### config.mk
export PLATFORM = sky130hd
export DESIGN_NAME = fieldbus_diag_io_params
export DESIGN_NICKNAME = d
export VERILOG_FILES = /design/src/inc/fieldbus_diag_pkg.sv /design/src/rtl/din_sync.sv /design/src/rtl/analog_scale.sv /design/src/rtl/fieldbus_diag_io_params.sv
export SDC_FILE = /design/constraint.sdc
export NUM_CORES = 1
export LEC_CHECK = 0
export ABC_AREA = 1
export BUFFER_PORTS_ARGS = -buffer_cell sky130_fd_sc_hd__buf_4
export CAP_MARGIN = 20
export CORE_MARGIN = 5
export CORE_UTILIZATION = 51
export DETAILED_ROUTE_END_ITERATION = 6
export PLACE_DENSITY = 0.77
export SETUP_SLACK_MARGIN = 0.1
export SKIP_LAST_GASP = 1
export SYNTH_ARGS = -nofsm -noshare
export SYNTH_HDL_FRONTEND = slang
export SYNTH_HIERARCHICAL = 1
export SYNTH_SLANG_ARGS = --single-unit
### constraint.sdc
create_clock -name clock_in -period 1.36 [get_ports clock_in]
set_input_delay 0.204 -clock clock_in [delete_from_list [all_inputs] [get_ports clock_in]]
set_output_delay 0.204 -clock clock_in [all_outputs]
set_load 0.01 [all_outputs]
### src/inc/fieldbus_diag_pkg.sv
// constants for the fieldbus diagnostic and i/o parameter bank
package fieldbus_diag_pkg;
  // parameter logic addresses
  localparam logic [15:0] ADDR_INPUT_STATES      = 16'h1452;
  localparam logic [15:0] ADDR_OUTPUT_STATES     = 16'h145c;
  localparam logic [15:0] ADDR_ANALOG_STD        = 16'h1470;
  localparam logic [15:0] ADDR_ANALOG_PHYS       = 16'h147a;
  localparam logic [15:0] ADDR_FIELDBUS_ERR      = 16'h17a8;
  localparam logic [15:0] ADDR_NETWORK_STATE     = 16'h17a9;
  localparam logic [15:0] ADDR_TX_ERR_COUNTER    = 16'h17aa;
  localparam logic [15:0] ADDR_RX_ERR_COUNTER    = 16'h17ab;
  localparam logic [15:0] ADDR_LAST_DEVICE_ERR   = 16'h1bd1;
  localparam logic [15:0] ADDR_TX_PDO_COUNT      = 16'h330e;
  localparam logic [15:0] ADDR_RX_PDO_COUNT      = 16'h330f;
  // output_states field positions
  localparam int RELAY_LSB  = 0;
  localparam int DOUT_LSB   = 8;
  localparam int N_RELAYS   = 3;
  localparam int N_DOUTS    = 2;
  localparam int N_DINS     = 4;
  // network management states
  typedef enum logic [2:0] {
    state_bootup         = 3'h0,
    state_operational    = 3'h1,
    state_stopped        = 3'h2,
    state_preoperational = 3'h4
  } nmt_state_t;
  // fieldbus error codes
  localparam logic [15:0] ERR_NONE         = 16'h0000;
  localparam logic [15:0] ERR_BUS_OFF      = 16'h0001;
  localparam logic [15:0] ERR_NODE_GUARD   = 16'h0002;
  localparam logic [15:0] ERR_OVERRUN      = 16'h0003;
  localparam logic [15:0] ERR_HEARTBEAT    = 16'h0004;
  localparam logic [15:0] ERR_STATE_CHART  = 16'h0005;
  localparam logic [15:0] ERR_OVERRUN_ALT0 = 16'h0020;
  localparam logic [15:0] ERR_OVERRUN_ALT1 = 16'h0040;
  localparam logic [15:0] ERR_OVERRUN_ALT2 = 16'h0080;
  // last device error enumeration
  typedef enum logic [1:0] {
    no_error_value          = 2'h0,
    comm_interruption_error = 2'h1,
    fieldbus_init_error     = 2'h2
  } last_err_t;
  // analog input types
  typedef enum logic [1:0] {
    type_voltage           = 2'h0,
    type_thermistor        = 2'h1,
    platinum_sensor_type_a = 2'h2,
    platinum_sensor_type_b = 2'h3
  } analog_in_type_t;
  // raw analog is in 1 ohm steps for the thermistor; 0.01 kohm is ten of them
  localparam logic [15:0] THERM_DIVISOR = 16'h000a;
  // reset values
  localparam logic [15:0] RST_OUTPUT_STATES = 16'h0000;
  localparam logic [15:0] RST_WORD          = 16'h0000;
endpackage

### src/rtl/din_sync.sv
// two-flop synchroniser for the digital input pins
`timescale 1ns/1ps
module din_sync #(
  parameter int WIDTH = 4
) (
  // clock and reset
  input  wire logic             clock_in,
  input  wire logic             rst_b_in,
  input  wire logic             ce_in,
  // pins and synchronised copy
  input  wire logic [WIDTH-1:0] pin_in,
  output logic      [WIDTH-1:0] sync_out
);
  logic [WIDTH-1:0] meta_q;

  always_ff @(posedge clock_in or negedge rst_b_in) begin
    if (!rst_b_in) begin
      meta_q   <= '0;
      sync_out <= '0;
    end else if (ce_in) begin
      meta_q   <= pin_in;
      sync_out <= meta_q;
    end
  end
endmodule // din_sync

### src/rtl/analog_scale.sv
// converts the raw analog sample to the physical value unit of the input type
`timescale 1ns/1ps
module analog_scale
  import fieldbus_diag_pkg::*;
(
  // clock and reset
  input  wire logic                              clock_in,
  input  wire logic                              rst_b_in,
  input  wire logic                              ce_in,
  // sample and type
  input  wire logic signed [15:0]                raw_in,
  input  wire fieldbus_diag_pkg::analog_in_type_t type_in,
  // scaled value, registered
  output logic signed [15:0]                     phys_out
);
  logic signed [15:0] phys_d;

  // platinum and voltage raw units already match their display unit
  assign phys_d = (type_in == type_thermistor) ?
                  16'(raw_in / $signed(THERM_DIVISOR)) : raw_in;

  always_ff @(posedge clock_in or negedge rst_b_in) begin
    if (!rst_b_in) begin
      phys_out <= RST_WORD;
    end else if (ce_in) begin
      phys_out <= phys_d;
    end
  end
endmodule // analog_scale

### src/rtl/fieldbus_diag_io_params.sv
// fieldbus diagnostic and i/o parameter bank with its parameter access port
`timescale 1ns/1ps
module fieldbus_diag_io_params
  import fieldbus_diag_pkg::*;
(
  // clock, reset, enable
  input  wire logic                                clock_in,
  input  wire logic                                rst_b_in,
  input  wire logic                                ce_in,
  // parameter access from the network protocol engine
  input  wire logic                                param_req_in,
  input  wire logic                                param_write_in,
  input  wire logic [15:0]                         param_addr_in,
  input  wire logic [15:0]                         param_wdata_in,
  output logic                                     param_ack_out,
  output logic                                     param_err_out,
  output logic      [15:0]                         param_rdata_out,
  // network management and protocol status
  input  wire fieldbus_diag_pkg::nmt_state_t       nmt_state_in,
  input  wire logic                                comm_start_in,
  input  wire logic                                fb_err_event_in,
  input  wire logic [15:0]                         fb_err_code_in,
  input  wire logic                                init_error_in,
  input  wire logic [15:0]                         tx_pdo_count_in,
  input  wire logic [15:0]                         rx_pdo_count_in,
  input  wire logic [15:0]                         tx_err_counter_in,
  input  wire logic [15:0]                         rx_err_counter_in,
  input  wire logic                                motor_running_in,
  // digital input pins
  input  wire logic [N_DINS-1:0]                   din_pin_in,
  // output assignment and internal function drive
  input  wire logic [N_RELAYS-1:0]                 relay_assigned_in,
  input  wire logic [N_RELAYS-1:0]                 relay_func_in,
  input  wire logic [N_DOUTS-1:0]                  dout_assigned_in,
  input  wire logic [N_DOUTS-1:0]                  dout_func_in,
  // analog input
  input  wire logic signed [15:0]                  analog_raw_in,
  input  wire logic signed [15:0]                  analog_std_in,
  input  wire fieldbus_diag_pkg::analog_in_type_t  analog_in_type_in,
  // physical outputs and fault
  output logic      [N_RELAYS-1:0]                 relay_out,
  output logic      [N_DOUTS-1:0]                  dout_out,
  output logic                                     comm_fault_out
);
  // ---- status mirrors
  nmt_state_t         nmt_q;
  logic [15:0]        tx_pdo_q;
  logic [15:0]        rx_pdo_q;
  logic [15:0]        tx_err_q;
  logic [15:0]        rx_err_q;
  logic [15:0]        fb_err_q;
  logic [15:0]        fb_err_d;
  last_err_t          last_err_q;
  last_err_t          last_err_d;
  logic [N_DINS-1:0]  din_sync;
  logic signed [15:0] analog_phys;
  logic signed [15:0] analog_std_q;
  logic               running_q;
  logic               fault_q;
  logic               fault_d;

  // ---- network-driven outputs
  logic [N_RELAYS-1:0] relay_net_q;
  logic [N_RELAYS-1:0] relay_net_d;
  logic [N_DOUTS-1:0]  dout_net_q;
  logic [N_DOUTS-1:0]  dout_net_d;
  logic [N_RELAYS-1:0] relay_d;
  logic [N_DOUTS-1:0]  dout_d;

  // ---- access port
  logic        ack_q;
  logic        err_q;
  logic [15:0] rdata_q;
  logic [15:0] rdata_d;
  logic        hit_any;
  logic        wr_outputs;
  logic [15:0] out_word;
  logic [15:0] in_word;

  // ---- event decode
  wire nmt_changed   = (nmt_state_in != nmt_q);
  wire comm_interrupt = nmt_changed && running_q;
  wire comm_error    = comm_interrupt || fb_err_event_in || init_error_in;
  wire err_known     = (fb_err_code_in == ERR_BUS_OFF) ||
                       (fb_err_code_in == ERR_NODE_GUARD) ||
                       (fb_err_code_in == ERR_OVERRUN) ||
                       (fb_err_code_in == ERR_HEARTBEAT) ||
                       (fb_err_code_in == ERR_STATE_CHART) ||
                       (fb_err_code_in == ERR_OVERRUN_ALT0) ||
                       (fb_err_code_in == ERR_OVERRUN_ALT1) ||
                       (fb_err_code_in == ERR_OVERRUN_ALT2);
  wire err_needs_init = (fb_err_code_in == ERR_NODE_GUARD) ||
                        (fb_err_code_in == ERR_HEARTBEAT);
  wire err_take      = fb_err_event_in && err_known;

  // an event with a known code in the start cycle wins, so a fresh error is never lost
  assign fb_err_d = err_take      ? fb_err_code_in :
                    comm_start_in ? ERR_NONE : fb_err_q;

  // init error outranks an interruption seen in the same cycle
  assign last_err_d = (init_error_in || (err_take && err_needs_init)) ?
                      fieldbus_init_error :
                      comm_interrupt ? comm_interruption_error : last_err_q;

  // fault holds until the next communication start, unless a new error arrives
  assign fault_d = comm_error ? 1'b1 : comm_start_in ? 1'b0 : fault_q;

  // ---- network write to the output word
  assign wr_outputs = param_req_in && param_write_in &&
                      (param_addr_in == ADDR_OUTPUT_STATES);

  // writes land only on unassigned outputs; errors drop all network drive
  assign relay_net_d = comm_error ? '0 :
                       wr_outputs ?
                       ((param_wdata_in[RELAY_LSB +: N_RELAYS] & ~relay_assigned_in) |
                        (relay_net_q & relay_assigned_in)) : relay_net_q;
  assign dout_net_d  = comm_error ? '0 :
                       wr_outputs ?
                       ((param_wdata_in[DOUT_LSB +: N_DOUTS] & ~dout_assigned_in) |
                        (dout_net_q & dout_assigned_in)) : dout_net_q;

  // internal functions own assigned outputs
  assign relay_d = (relay_func_in & relay_assigned_in) |
                   (relay_net_d & ~relay_assigned_in);
  assign dout_d  = (dout_func_in & dout_assigned_in) |
                   (dout_net_d & ~dout_assigned_in);

  // ---- read decode
  always_comb begin
    out_word = '0;
    in_word  = '0;
    out_word[RELAY_LSB +: N_RELAYS] = relay_out;
    out_word[DOUT_LSB +: N_DOUTS]   = dout_out;
    in_word[N_DINS-1:0]             = din_sync;
  end

  assign hit_any = (param_addr_in == ADDR_INPUT_STATES) ||
                   (param_addr_in == ADDR_OUTPUT_STATES) ||
                   (param_addr_in == ADDR_ANALOG_STD) ||
                   (param_addr_in == ADDR_ANALOG_PHYS) ||
                   (param_addr_in == ADDR_FIELDBUS_ERR) ||
                   (param_addr_in == ADDR_NETWORK_STATE) ||
                   (param_addr_in == ADDR_TX_ERR_COUNTER) ||
                   (param_addr_in == ADDR_RX_ERR_COUNTER) ||
                   (param_addr_in == ADDR_LAST_DEVICE_ERR) ||
                   (param_addr_in == ADDR_TX_PDO_COUNT) ||
                   (param_addr_in == ADDR_RX_PDO_COUNT);

  always_comb begin
    rdata_d = '0;
    unique case (param_addr_in)
      ADDR_INPUT_STATES:    rdata_d = in_word;
      ADDR_OUTPUT_STATES:   rdata_d = out_word;
      ADDR_ANALOG_STD:      rdata_d = analog_std_q;
      ADDR_ANALOG_PHYS:     rdata_d = analog_phys;
      ADDR_FIELDBUS_ERR:    rdata_d = fb_err_q;
      ADDR_NETWORK_STATE:   rdata_d = {13'h0000, nmt_q};
      ADDR_TX_ERR_COUNTER:  rdata_d = tx_err_q;
      ADDR_RX_ERR_COUNTER:  rdata_d = rx_err_q;
      ADDR_LAST_DEVICE_ERR: rdata_d = {14'h0000, last_err_q};
      ADDR_TX_PDO_COUNT:    rdata_d = tx_pdo_q;
      ADDR_RX_PDO_COUNT:    rdata_d = rx_pdo_q;
      default:              rdata_d = '0;
    endcase
  end

  // ---- submodules
  din_sync #(
    .WIDTH (N_DINS)
  ) u_din_sync (
    .clock_in (clock_in),
    .rst_b_in (rst_b_in),
    .ce_in    (ce_in),
    .pin_in   (din_pin_in),
    .sync_out (din_sync)
  );

  analog_scale u_analog_scale (
    .clock_in (clock_in),
    .rst_b_in (rst_b_in),
    .ce_in    (ce_in),
    .raw_in   (analog_raw_in),
    .type_in  (analog_in_type_in),
    .phys_out (analog_phys)
  );

  // ---- status registers, one cycle behind their sources
  always_ff @(posedge clock_in or negedge rst_b_in) begin
    if (!rst_b_in) begin
      nmt_q        <= state_bootup;
      tx_pdo_q     <= RST_WORD;
      rx_pdo_q     <= RST_WORD;
      tx_err_q     <= RST_WORD;
      rx_err_q     <= RST_WORD;
      analog_std_q <= RST_WORD;
      running_q    <= 1'b0;
    end else if (ce_in) begin
      nmt_q        <= nmt_state_in;
      tx_pdo_q     <= tx_pdo_count_in;
      rx_pdo_q     <= rx_pdo_count_in;
      tx_err_q     <= tx_err_counter_in;
      rx_err_q     <= rx_err_counter_in;
      analog_std_q <= analog_std_in;
      running_q    <= motor_running_in;
    end
  end

  always_ff @(posedge clock_in or negedge rst_b_in) begin
    if (!rst_b_in) begin
      fb_err_q   <= ERR_NONE;
      last_err_q <= no_error_value;
      fault_q    <= 1'b0;
    end else if (ce_in) begin
      fb_err_q   <= fb_err_d;
      last_err_q <= last_err_d;
      fault_q    <= fault_d;
    end
  end

  always_ff @(posedge clock_in or negedge rst_b_in) begin
    if (!rst_b_in) begin
      relay_net_q <= RST_OUTPUT_STATES[RELAY_LSB +: N_RELAYS];
      dout_net_q  <= RST_OUTPUT_STATES[DOUT_LSB +: N_DOUTS];
      relay_out   <= RST_OUTPUT_STATES[RELAY_LSB +: N_RELAYS];
      dout_out    <= RST_OUTPUT_STATES[DOUT_LSB +: N_DOUTS];
    end else if (ce_in) begin
      relay_net_q <= relay_net_d;
      dout_net_q  <= dout_net_d;
      relay_out   <= relay_d;
      dout_out    <= dout_d;
    end
  end

  // answer one cycle after the request; unknown addresses or writes to
  // read-only words answer with the error flag and zero data
  always_ff @(posedge clock_in or negedge rst_b_in) begin
    if (!rst_b_in) begin
      ack_q   <= 1'b0;
      err_q   <= 1'b0;
      rdata_q <= RST_WORD;
    end else if (ce_in) begin
      ack_q   <= param_req_in;
      err_q   <= param_req_in && (!hit_any || (param_write_in && !wr_outputs));
      rdata_q <= (param_req_in && !param_write_in) ? rdata_d : RST_WORD;
    end
  end

  assign param_ack_out   = ack_q;
  assign param_err_out   = err_q;
  assign param_rdata_out = rdata_q;
  assign comm_fault_out  = fault_q;

  // ---- checks
  // the flops still hold reset at the release edge, so mirror checks start one edge later
  a_nmt_encoding:
  assert property (@(posedge clock_in) disable iff (!rst_b_in)
    ce_in && rst_b_in |=> (nmt_q == $past(nmt_state_in)))
  else $error("network state does not follow its source");

  a_interrupt_raised:
  assert property (@(posedge clock_in) disable iff (!rst_b_in)
    ce_in && running_q && nmt_changed && !init_error_in && !fb_err_event_in
    |=> (last_err_q == comm_interruption_error) && comm_fault_out)
  else $error("state change while running did not raise interruption");

  a_pdo_counts:
  assert property (@(posedge clock_in) disable iff (!rst_b_in)
    ce_in && rst_b_in |=> (tx_pdo_q == $past(tx_pdo_count_in)) &&
              (rx_pdo_q == $past(rx_pdo_count_in)))
  else $error("pdo count mirror stale");

  a_err_latched:
  assert property (@(posedge clock_in) disable iff (!rst_b_in)
    ce_in && err_take |=> (fb_err_q == $past(fb_err_code_in)))
  else $error("fieldbus error code not latched");

  a_overrun_alt:
  assert property (@(posedge clock_in) disable iff (!rst_b_in)
    ce_in && fb_err_event_in && (fb_err_code_in == ERR_OVERRUN_ALT2)
    |=> (fb_err_q == ERR_OVERRUN_ALT2))
  else $error("alternative overrun value dropped");

  a_start_clears:
  assert property (@(posedge clock_in) disable iff (!rst_b_in)
    ce_in && comm_start_in && !fb_err_event_in |=> (fb_err_q == ERR_NONE))
  else $error("error code not cleared at communication start");

  a_err_counters:
  assert property (@(posedge clock_in) disable iff (!rst_b_in)
    ce_in && rst_b_in ##1 (param_req_in && !param_write_in &&
               param_addr_in == ADDR_RX_ERR_COUNTER && ce_in)
    |=> (param_rdata_out == $past(rx_err_counter_in, 2)))
  else $error("receive error counter read mismatch");

  a_init_error:
  assert property (@(posedge clock_in) disable iff (!rst_b_in)
    ce_in && init_error_in |=> (last_err_q == fieldbus_init_error))
  else $error("init error not recorded");

  a_outputs_dropped:
  assert property (@(posedge clock_in) disable iff (!rst_b_in)
    ce_in && comm_error |=> ((relay_out & ~$past(relay_assigned_in)) == '0) &&
                            ((dout_out & ~$past(dout_assigned_in)) == '0))
  else $error("network outputs kept after communication error");

  a_din_mirror:
  assert property (@(posedge clock_in) disable iff (!rst_b_in)
    (ce_in && rst_b_in) [*3] |-> (din_sync == $past(din_pin_in, 2)))
  else $error("digital input image wrong");

  a_assigned_ignored:
  assert property (@(posedge clock_in) disable iff (!rst_b_in)
    ce_in && wr_outputs && !comm_error
    |=> ((relay_out & $past(relay_assigned_in)) ==
         ($past(relay_func_in) & $past(relay_assigned_in))))
  else $error("write reached an assigned relay");

  a_free_written:
  assert property (@(posedge clock_in) disable iff (!rst_b_in)
    ce_in && wr_outputs && !comm_error
    |=> ((dout_out & ~$past(dout_assigned_in)) ==
         ($past(param_wdata_in[DOUT_LSB +: N_DOUTS]) & ~$past(dout_assigned_in))))
  else $error("write did not reach a free digital output");

  a_std_value:
  assert property (@(posedge clock_in) disable iff (!rst_b_in)
    ce_in && rst_b_in |=> (analog_std_q == $past(analog_std_in)))
  else $error("standardized analog value stale");

  a_tx_err_read:
  assert property (@(posedge clock_in) disable iff (!rst_b_in)
    ce_in && rst_b_in ##1 (param_req_in && !param_write_in &&
                           param_addr_in == ADDR_TX_ERR_COUNTER && ce_in)
    |=> (param_rdata_out == $past(tx_err_counter_in, 2)))
  else $error("transmit error counter read mismatch");

  a_out_word_read:
  assert property (@(posedge clock_in) disable iff (!rst_b_in)
    ce_in && param_req_in && !param_write_in && (param_addr_in == ADDR_OUTPUT_STATES)
    |=> (param_rdata_out[RELAY_LSB +: N_RELAYS] == $past(relay_out)) &&
        (param_rdata_out[DOUT_LSB +: N_DOUTS] == $past(dout_out)))
  else $error("output word read does not show the outputs");

  a_input_read_only:
  assert property (@(posedge clock_in) disable iff (!rst_b_in)
    ce_in && rst_b_in && param_req_in && param_write_in &&
    (param_addr_in == ADDR_INPUT_STATES)
    |=> param_err_out && (param_rdata_out == RST_WORD))
  else $error("write to input states was not refused");

  a_phys_passthru:
  assert property (@(posedge clock_in) disable iff (!rst_b_in)
    ce_in && rst_b_in && (analog_in_type_in != type_thermistor)
    |=> (analog_phys == $past(analog_raw_in)))
  else $error("physical value not in the unit of its input type");
endmodule // fieldbus_diag_io_params

# After elaboration in Yosys (flattened, before gate mapping)
# Index checks and enable logic that the tools add are counted.
# op_classes
div_mod_pow,1
n_eq_ne,21
n_mux,13
n_bitwise,14
n_reduce_logical,39
# op_table
operator,count
$pmux W16 S11,1
$eq A16 B13 Y1 const B,9
$mux W16,4
$eq A16 B14 Y1 const B,2
$eq A16 B2 Y1 const B,2
$eq A16 B3 Y1 const B,2
$logic_or A1 B1 Y1,22
$div A16 B5 Y16 const B,1
$eq A16 B1 Y1 const B,1
$eq A16 B6 Y1 const B,1
$eq A16 B7 Y1 const B,1
$eq A16 B8 Y1 const B,1
$and A3 B3 Y3,4
$and A2 B2 Y2,4
$logic_and A1 B1 Y1,8
$mux W2,4
$mux W3,2
$or A3 B3 Y3,2
$reduce_and A2 Y1,3
$reduce_bool A2 Y1,3
$or A2 B2 Y2,2
$logic_not A1 Y1,3
$ne A3 B3 Y1,1
$not A3 Y3,1
other kinds (3),4
# totals
register_bits,155
input_bits,172
output_inout_bits,24
elab_cells,108

# Logic depth before layout (Yosys ltp)
# Gate-level depths: netlist (run 1).
# logic_depth
depth_word,14
mapped_depth,70
depth_no_buf,70

# Hierarchy
# The synthesis (run 1) kept the hierarchy.
# modules_own_cells
mod,n_inst,cells_each,area_per_inst_um2,seq_area_each_um2
fieldbus_diag_io_params,1,992,7061.8,3278.1
analog_scale,1,461,2750.1,400.4
din_sync,1,34,305.3,200.2

# Worst setup path before layout (run 1)
# No wires, ideal clock.
# synth_timing
path_kind,input port to flip-flop
startpoint,input analog_raw_in[0]
endpoint,register u_analog_scale.phys_out[10]
arrival_time_ns,5.661
required_ns,1.236
path_slack_ns,-4.425
path_stages,64
path_buffers,0
path_cell_list,inv_2 > ha_1 > nand3_1 > nand2_2 > nand3_1 > nand2_1 > nand2_2 > nand2_2 > nand3_2 > nand2_2 > nand2_1 > nand2_2 > nand2_2 > o21ai_2 > nand2_4 > nand2_4 > nand2_4 > nand2_2 > (+28 left out) > nand2_2 > inv_2 > nand2_2 > nand3_1 > nand2_1 > nand2_1 > nand2_1 > nor2_1 > ha_1 > inv_1 > nor3_1 > nand2_1 > nor3_2 > a21oi_1 > xnor2_1 > nand2_1 > o211ai_1 > nand2_1
# synth_via
elab_chain_len,2
# synth_rtl
item,line,rtl
from (decl),fieldbus_diag_io_params.sv:37,"input wire logic signed [15:0] analog_raw_in,"
$div A16 B5 Y16,analog_scale.sv:20,16'(raw_in / $signed(THERM_DIVISOR)) : raw_in;
$mux W16,analog_scale.sv:19,assign phys_d = (type_in == type_thermistor) ?
to (signal assigned),analog_scale.sv:26,phys_out <= phys_d;
to (decl),analog_scale.sv:14,output logic signed [15:0] phys_out
# Every way passes these cells.
# A chain may end at the register's enable or synchronous reset.

# Worst setup path after layout (run 1)
# Ends and elaborated chain as after synthesis.

==> flow_metrics.py, run 1 <==
metrics = {
    "drt": {
        "routed_wl_um": 38600,
        "vias": 12200,
        "drt_drc_violations_left": 0,
        "avgRoutedWirePerCell_um": 17.4,
        "drt-initial-drc-count": 1033,
        "first_pass_iters": 7,
        "postRouteAntennaNets": 0,
        "via_per_inst": 5.53,
    },
    "logic_synthesis": {
        "yosys_warnings": 6,
        "ys_async_sr_fraction_pct": 100,
        "synthFlopType": "dfrtp_1",
        "syn_area_per_cell_um2": 6.80,
        "synth_cells": 1487,
        "yosys.cell_count.top_type": "nand2_1",
        "synth_area_leaders": "dfrtp_1 38%, nand2_1 20%, nand3_1 9.1%, nor2_1 5.6%, inv_1 4.0%",
        "yosysTopAreaCell": "dfrtp_1",
        "synth.top_cells.by_count": "552 x nand2_1, 184 x nand3_1, 155 x dfrtp_1",
        "synth_top_area_share_pct": 38.3,
        "syn-num-nets": 1662,
        "synth.distinct_cells": 48,
        "ys_seq_area_share_pct": 38.3,
        "synth-seq-cells": 155,
        "synth_edf_count": 0,
        "synth_area_mm2": 0.0101,
    },
    "floorplanning": {
        "fp.dieH_um": 151,
        "rows": 51,
        "core_region_area_mm2": 0.0195,
        "start_util_pct": 51.8,
        "io_pins": 196,
        "die_area_mm2": 0.0228,
        "die_w_um": 151,
    },
    "timing": {
        "setup_viol": 27,
        "skew_ps": 8.47,
        "timing.final.crit_share_pct": 472,
        "fmax_mhz": 156,
        "fin_crit_ps": 6420,
        "tns_ps": -74350,
        "final_hold_viol_count": 0,
        "rsz0062_at_grt": "yes",
        "timing.hold.ws_ps": 4.57,
        "tightestPinTransition_ps": 505,
        "setup_slack_ps": -5060,
        "max_slew_margin_pct": 66.2,
        "drv_slew": 0,
    },
    "global_routing": {
        "overflow": 0,
        "grt_pass1_wl_um": 57800,
        "grt_util_all_layers_pct": 32.0,
        "grt_max_degree": 51,
        "grt_antenna_before_repair": 0,
        "grt_pass1_vias": 11800,
    },
    "finish": {
        "syn_to_final_growth_pct": 54.0,
        "num-nets-final": 2111,
        "drive_gt1_share_pct": 36.7,
        "finalInstanceArea_mm2": 0.0156,
        "antenna_cells": 0,
    },
    "placed_design": {
        "routabilityCongestion": 0.954,
        "place_ws_ps": -5100,
        "place_hpwl_um": 24000,
        "placed_area_mm2": 0.0130,
        "port_buffers": 184,
    },
    "setup_path": {
        "required_ps": 1660,
        "setup.worst_path.end": "u_analog_scale/phys_out[10]",
        "arrival_ps": 6720,
        "r2r_end": "relay_out[0]",
        "endpoint_kind": "flip-flop",
        "reg2reg_depth": 10,
        "ff2ff_setup_slack_ps": -80,
        "slowest_delay_ps": 240,
        "path_common_cell": "nand2_2",
        "critPathMaxFanout": 5,
        "cp_slowest_cell": "nand4_1",
        "crit_type": "input port to flip-flop",
        "critPathLaunch": "analog_raw_in[0]",
        "critical_path.startpoint_type": "input port",
        "timing.rr.start": "nmt_q[2]",
    },
    "clock_tree": {
        "root_buffer": "clkbuf_16",
        "cts_buffer_depth": 2,
        "cts_made_buffers": 17,
        "cts_tree": "done",
        "worstSkewPairLatency_ps": 430,
        "cts.sinks": 155,
        "clkTransAtPathRegs_ps": 60,
        "htreeDepth": 4,
    },
    "power_and_ir_drop": {
        "power_frac_seq_pct": 21.0,
        "power_frac_clock_pct": 19.9,
        "max-vdd-ir-drop_mv": 1.90,
        "p_int_mw": 14.3,
        "swShare_pct": 42.7,
        "power_switching_mw": 10.6,
        "p_comb_share_pct": 59.1,
        "leakagePower_nw": 8.40,
        "power_density_mw_per_mm2": 1600,
    },
    "run_status": {
        "status": "finished, violations left",
        "violations": "negative setup slack",
    },
    "min_path": {
        "hold_class": "input port to flip-flop",
    },
    "job": {
        "maxCapViolCount": 0,
    },
}
==> worst max-delay path, delay by kind of cell <==
family,cells,cell delay [ps]
buffers and inverters,10,990
AO/OA/AOI/OAI,4,610
XOR/XNOR,1,160
adder cells (fa/ha/maj),2,310
AND/OR/NAND/NOR,41,4400
==> power groups by stage <==
stage | Clock [mW] | Sequential, mW | Combinational [mW]
after floorplan | 0 | 5.24 | 6.75
after global placement | 0 | 5.27 | 9.68
after detailed placement | 0 | 5.29 | 9.94
after CTS | 4.95 | 5.21 | 11.9
after global routing | 5.15 | 5.26 | 15.8
final | 4.95 | 5.23 | 14.7
==> cell usage in the layout (no fill, tap or decap), types with 4 or more instances in the layout <==
cell type	netlist	final
nand2_1	552	496
buf_4	7	400
nand3_1	184	167
dfrtp_1	155	155
nor2_1	152	137
inv_1	109	103
nand2_2	45	62
nand2_4	17	54
dlygate4sd3_1	1	52
o21ai_0	47	38
inv_2	28	30
nand3_2	16	19
nand4_1	19	19
nor2_4	11	19
nor2_2	11	18
clkbuf_16	0	17
buf_12	0	16
a21oi_1	19	15
nand3_4	0	14
o21ai_1	10	12
xor2_1	12	12
buf_6	4	9
nand3b_1	7	7
o21ai_2	2	7
nor3_1	7	6
clkinvlp_4	0	4
==> layer usage <==
metal  vias to the layer above  GRT usage (%)  wire [um]
met1                      5682           38.9      14300
met5                         -              0          0
met2                       740           53.8      18300
met4                         0           16.4       2690
met3                       227           6.88       3270
li1                       5587              -          -
==> sequential cells by signal, indices dropped and copies added, names as in the netlist <==
register / count
dout_net_q: 2
rx_pdo_q: 16
param_err_out: 1
running_q: 1
fb_err_q: 16
relay_out: 3
last_err_q: 2
tx_pdo_q: 16
nmt_q: 3
rx_err_q: 16
dout_out: 2
relay_net_q: 3
u_din_sync/meta_q: 4
analog_std_q: 16
comm_fault_out: 1
param_ack_out: 1
param_rdata_out: 16
u_din_sync/sync_out: 4
tx_err_q: 16
u_analog_scale/phys_out: 16
==> worst min-delay path by stage <==
| stage | start | to | cells after the start |
|---|---|---|---|
| floorplan | rst_b_in | analog_std_q[0] | 0 |
| global placement | rst_b_in | relay_net_q[1] | 1 |
| detailed placement | rst_b_in | dout_net_q[0] | 1 |
| CTS | analog_std_in[0] | analog_std_q[0] | 3 |
| global route | analog_std_in[14] | analog_std_q[14] | 3 |
| finish | rx_err_counter_in[11] | rx_err_q[11] | 3 |
==> final cells by class <==
| cell class | instances | area (um^2) |
|---|---|---|
| multi-input combinational | 1141 | 6210 |
| timing repair buffer | 479 | 3980 |
| fill | 1250 | 3940 |
| sequential | 155 | 3880 |
| inverter | 142 | 566 |
| clock buffer | 19 | 453 |
| tap | 265 | 332 |
| clock inverter | 13 | 165 |
==> per-stage QoR <==
stage / cells / power [mW] / util [%]
global route: 2214 / 26.2 / 79.8
CTS: 2188 / 22.1 / 76.7
floorplan: 1487 / 12.0 / -
global placement: 2039 / 14.9 / 66.7
detailed placement: 2039 / 15.2 / 66.7
finish: 2214 / 24.9 / 79.8
==> kinds of logic after synthesis <==
family	Yosys count	synth area share, %
and+or+nand+nor	1029	46.3
buffers and inverters	192	8.17
DFF	155	38.3
AOI/OAI and AO/OA	91	5.13
xor gates and xnor gates	17	1.66
adders and majority gates	3	0.371
==> timing repair <==
action                                 4_1_cts  5_1_grt
gates resized for setup                     79      103
setup endpoints to repair                   27       46
hold buffers                                49        3
gates cloned                                 0        1
pin swaps                                   73       62
endpoints found under the hold margin      203        3
buffers inserted                            72       26
Power figures use the tool's default switching activity.
==> run 2, diff against run 1 <==
--- a/config.mk
+++ b/config.mk
@@ -8,6 +8,7 @@
 export ABC_AREA = 1
 export BUFFER_PORTS_ARGS = -buffer_cell sky130_fd_sc_hd__buf_4
 export CAP_MARGIN = 20
+export CORE_ASPECT_RATIO = 0.9
 export CORE_MARGIN = 5
 export CORE_UTILIZATION = 51
 export DETAILED_ROUTE_END_ITERATION = 6
==> constraint.sdc (replaced) <==
create_clock -name clock_in -period 5.65 [get_ports clock_in]
set_input_delay 0.8475 -clock clock_in [delete_from_list [all_inputs] [get_ports clock_in]]
set_output_delay 0.8475 -clock clock_in [all_outputs]
set_load 0.01 [all_outputs]
==> run 2 against run 1 <==
Against the previous run: the run still ends with negative setup slack left; routed wire length is 18% lower; final area fell by 11%; via count is 11% lower; critical path depth is the same; total power down 76%; die area is essentially flat; sequential power is 76% lower; clock power fell by 78%; final cell count down 8.3%; critical path type unchanged.
==> flow_metrics.py, run 2 (synthesized netlist as in run 1, its figures left out) <==
metrics = {
    "run_status": {
        "status": "finished, violations left",
        "violations": "negative setup slack",
    },
    "timing": {
        "rsz0062_at_grt": "yes",
        "skew_ps": 11.3,
        "drv_slew": 0,
        "final_hold_viol_count": 0,
        "tns_ps": -15530,
        "setup_viol": 16,
        "max_slew_margin_pct": 40.1,
        "fin_crit_ps": 6830,
        "timing.hold.ws_ps": 470,
        "tightestPinTransition_ps": 898,
        "timing.final.crit_share_pct": 121,
        "fmax_mhz": 146,
        "setup_slack_ps": -1180,
    },
    "drt": {
        "drt-initial-drc-count": 870,
        "routed_wl_um": 31700,
        "vias": 10800,
        "first_pass_iters": 6,
        "drt_drc_violations_left": 0,
        "avgRoutedWirePerCell_um": 15.6,
        "via_per_inst": 5.34,
        "postRouteAntennaNets": 0,
    },
    "floorplanning": {
        "io_pins": 196,
        "rows": 48,
        "die_w_um": 158,
        "fp.dieH_um": 144,
        "core_region_area_mm2": 0.0193,
        "start_util_pct": 52.3,
        "die_area_mm2": 0.0228,
    },
    "finish": {
        "final_common_cell": "nand2_1",
        "syn_to_final_growth_pct": 36.3,
        "layout_common_cells": "518 x nand2_1, 296 x buf_4, 167 x nand3_1, 155 x dfrtp_1, 142 x nor2_1",
        "drive_gt1_share_pct": 31.6,
        "fillers": 1555,
        "final_util_pct": 71.3,
        "num-nets-final": 1943,
        "antenna_cells": 0,
        "fin_cells": 2031,
        "finalInstanceArea_mm2": 0.0138,
    },
    "setup_path": {
        "timing.rr.start": "nmt_q[0]",
        "reg2reg_depth": 9,
        "cp_slowest_cell": "a21oi_4",
        "path_common_cell": "nand2_4",
        "critical_path.startpoint_type": "input port",
        "ff2ff_setup_slack_ps": 3800,
        "critPathLaunch": "analog_raw_in[2]",
        "r2r_end": "relay_out[0]",
        "required_ps": 5950,
        "slowest_delay_ps": 290,
        "crit_type": "input port to flip-flop",
        "endpoint_kind": "flip-flop",
        "arrival_ps": 7130,
        "setup.worst_path.end": "u_analog_scale/phys_out[7]",
        "critPathMaxFanout": 5,
    },
    "power_and_ir_drop": {
        "swShare_pct": 42.8,
        "leakagePower_nw": 7.44,
        "power_density_mw_per_mm2": 434,
        "power_switching_mw": 2.57,
        "totalPowerFinal_mw": 5.99,
        "max-vdd-ir-drop_mv": 0.422,
        "p_comb_share_pct": 60.6,
        "power_frac_clock_pct": 18.5,
        "p_int_mw": 3.42,
        "power_frac_seq_pct": 20.9,
    },
    "clock_tree": {
        "clkTransAtPathRegs_ps": 70,
        "cts_buffer_depth": 2,
        "ctsHoldBuffers": 0,
        "cts.sinks": 155,
        "cts_made_buffers": 17,
        "htreeDepth": 4,
        "worstSkewPairLatency_ps": 420,
        "cts_tree": "done",
        "root_buffer": "clkbuf_16",
    },
    "global_routing": {
        "grt_util_all_layers_pct": 26.9,
        "overflow": 0,
        "grt_max_degree": 95,
        "grt_pass1_wl_um": 49500,
        "grt_pass1_vias": 10200,
        "grt_antenna_before_repair": 1,
    },
    "job": {
        "maxCapViolCount": 0,
    },
    "placed_design": {
        "place_ws_ps": -1510,
        "routabilityCongestion": 0.955,
        "placed_area_mm2": 0.0123,
        "place_hpwl_um": 22700,
        "port_buffers": 184,
        "placedCellCount": 1956,
    },
    "min_path": {
        "hold_class": "flip-flop to flip-flop",
        "whs_path_depth": 2,
    },
}
[run 2: cell types whose count changed in the layout (fill, tap and decap cells not counted), moves of 11 or more]
cell / before / now
buf_12: 16 / 1
buf_4: 400 / 296
dlygate4sd3_1: 52 / 0
nand2_2: 62 / 50
nand2_1: 496 / 518
nand2_4: 54 / 43
[run 2: final cells by class]
class                           instances  area (um^2)  area share, %
Clock buffer                           19          433           3.14
Clock inverter                         13          135          0.980
Inverter                              142          568           4.12
Multi-Input combinational cell       1140         6050           43.9
Sequential cell                       155         3880           28.1
Tap cell                              250          313           2.27
Timing Repair Buffer                  312         2410           17.5
[run 2: worst min-delay path by stage]
| stage | start | end | slack (ps) |
|---|---|---|---|
| final | rx_pdo_q[11] | rx_pdo_q[11] | 470 |
| after detailed placement | u_din_sync/meta_q[2] | u_din_sync/sync_out[2] | 460 |
| after global routing | rx_pdo_q[11] | rx_pdo_q[11] | 490 |
| after global placement | analog_std_q[6] | analog_std_q[6] | 450 |
| after floorplan | u_din_sync/meta_q[2] | u_din_sync/meta_q[2] | 440 |
| after CTS | u_din_sync/meta_q[2] | u_din_sync/sync_out[2] | 470 |
[run 2: layer usage]
| metal | vias to the layer above | GRT usage [%] | wire length (um) |
|---|---|---|---|
| li1 | 5242 | - | - |
| met1 | 5059 | 37.9 | 13400 |
| met2 | 473 | 42.7 | 15100 |
| met3 | 67 | 5.06 | 2450 |
| met4 | 2 | 7.23 | 700 |
| met5 | - | 0 | 13 |
[run 2: power by group through the flow]
stage                     Clock [mW]  Combinational [mW]  Sequential, mW
after floorplan                    0                1.62            1.26
after global placement             0                2.31            1.27
after detailed placement           0                2.39            1.27
after CTS                       1.11                3.01            1.25
after global routing            1.17                3.90            1.26
final                           1.11                3.63            1.25
[run 2: worst max-delay path, delay by kind of cell]
kind | cells | cell delay, ps
compound gates | 4 | 770
buf+inv | 15 | 1700
xor+xnor | 1 | 190
simple gates | 38 | 3570
[run 2: timing repair]
item,CTS,global route
setup endpoints to repair,16,16
endpoints found under the hold margin,0,0
setup buffers,25,18
resized for setup,69,68
pin swaps,63,56
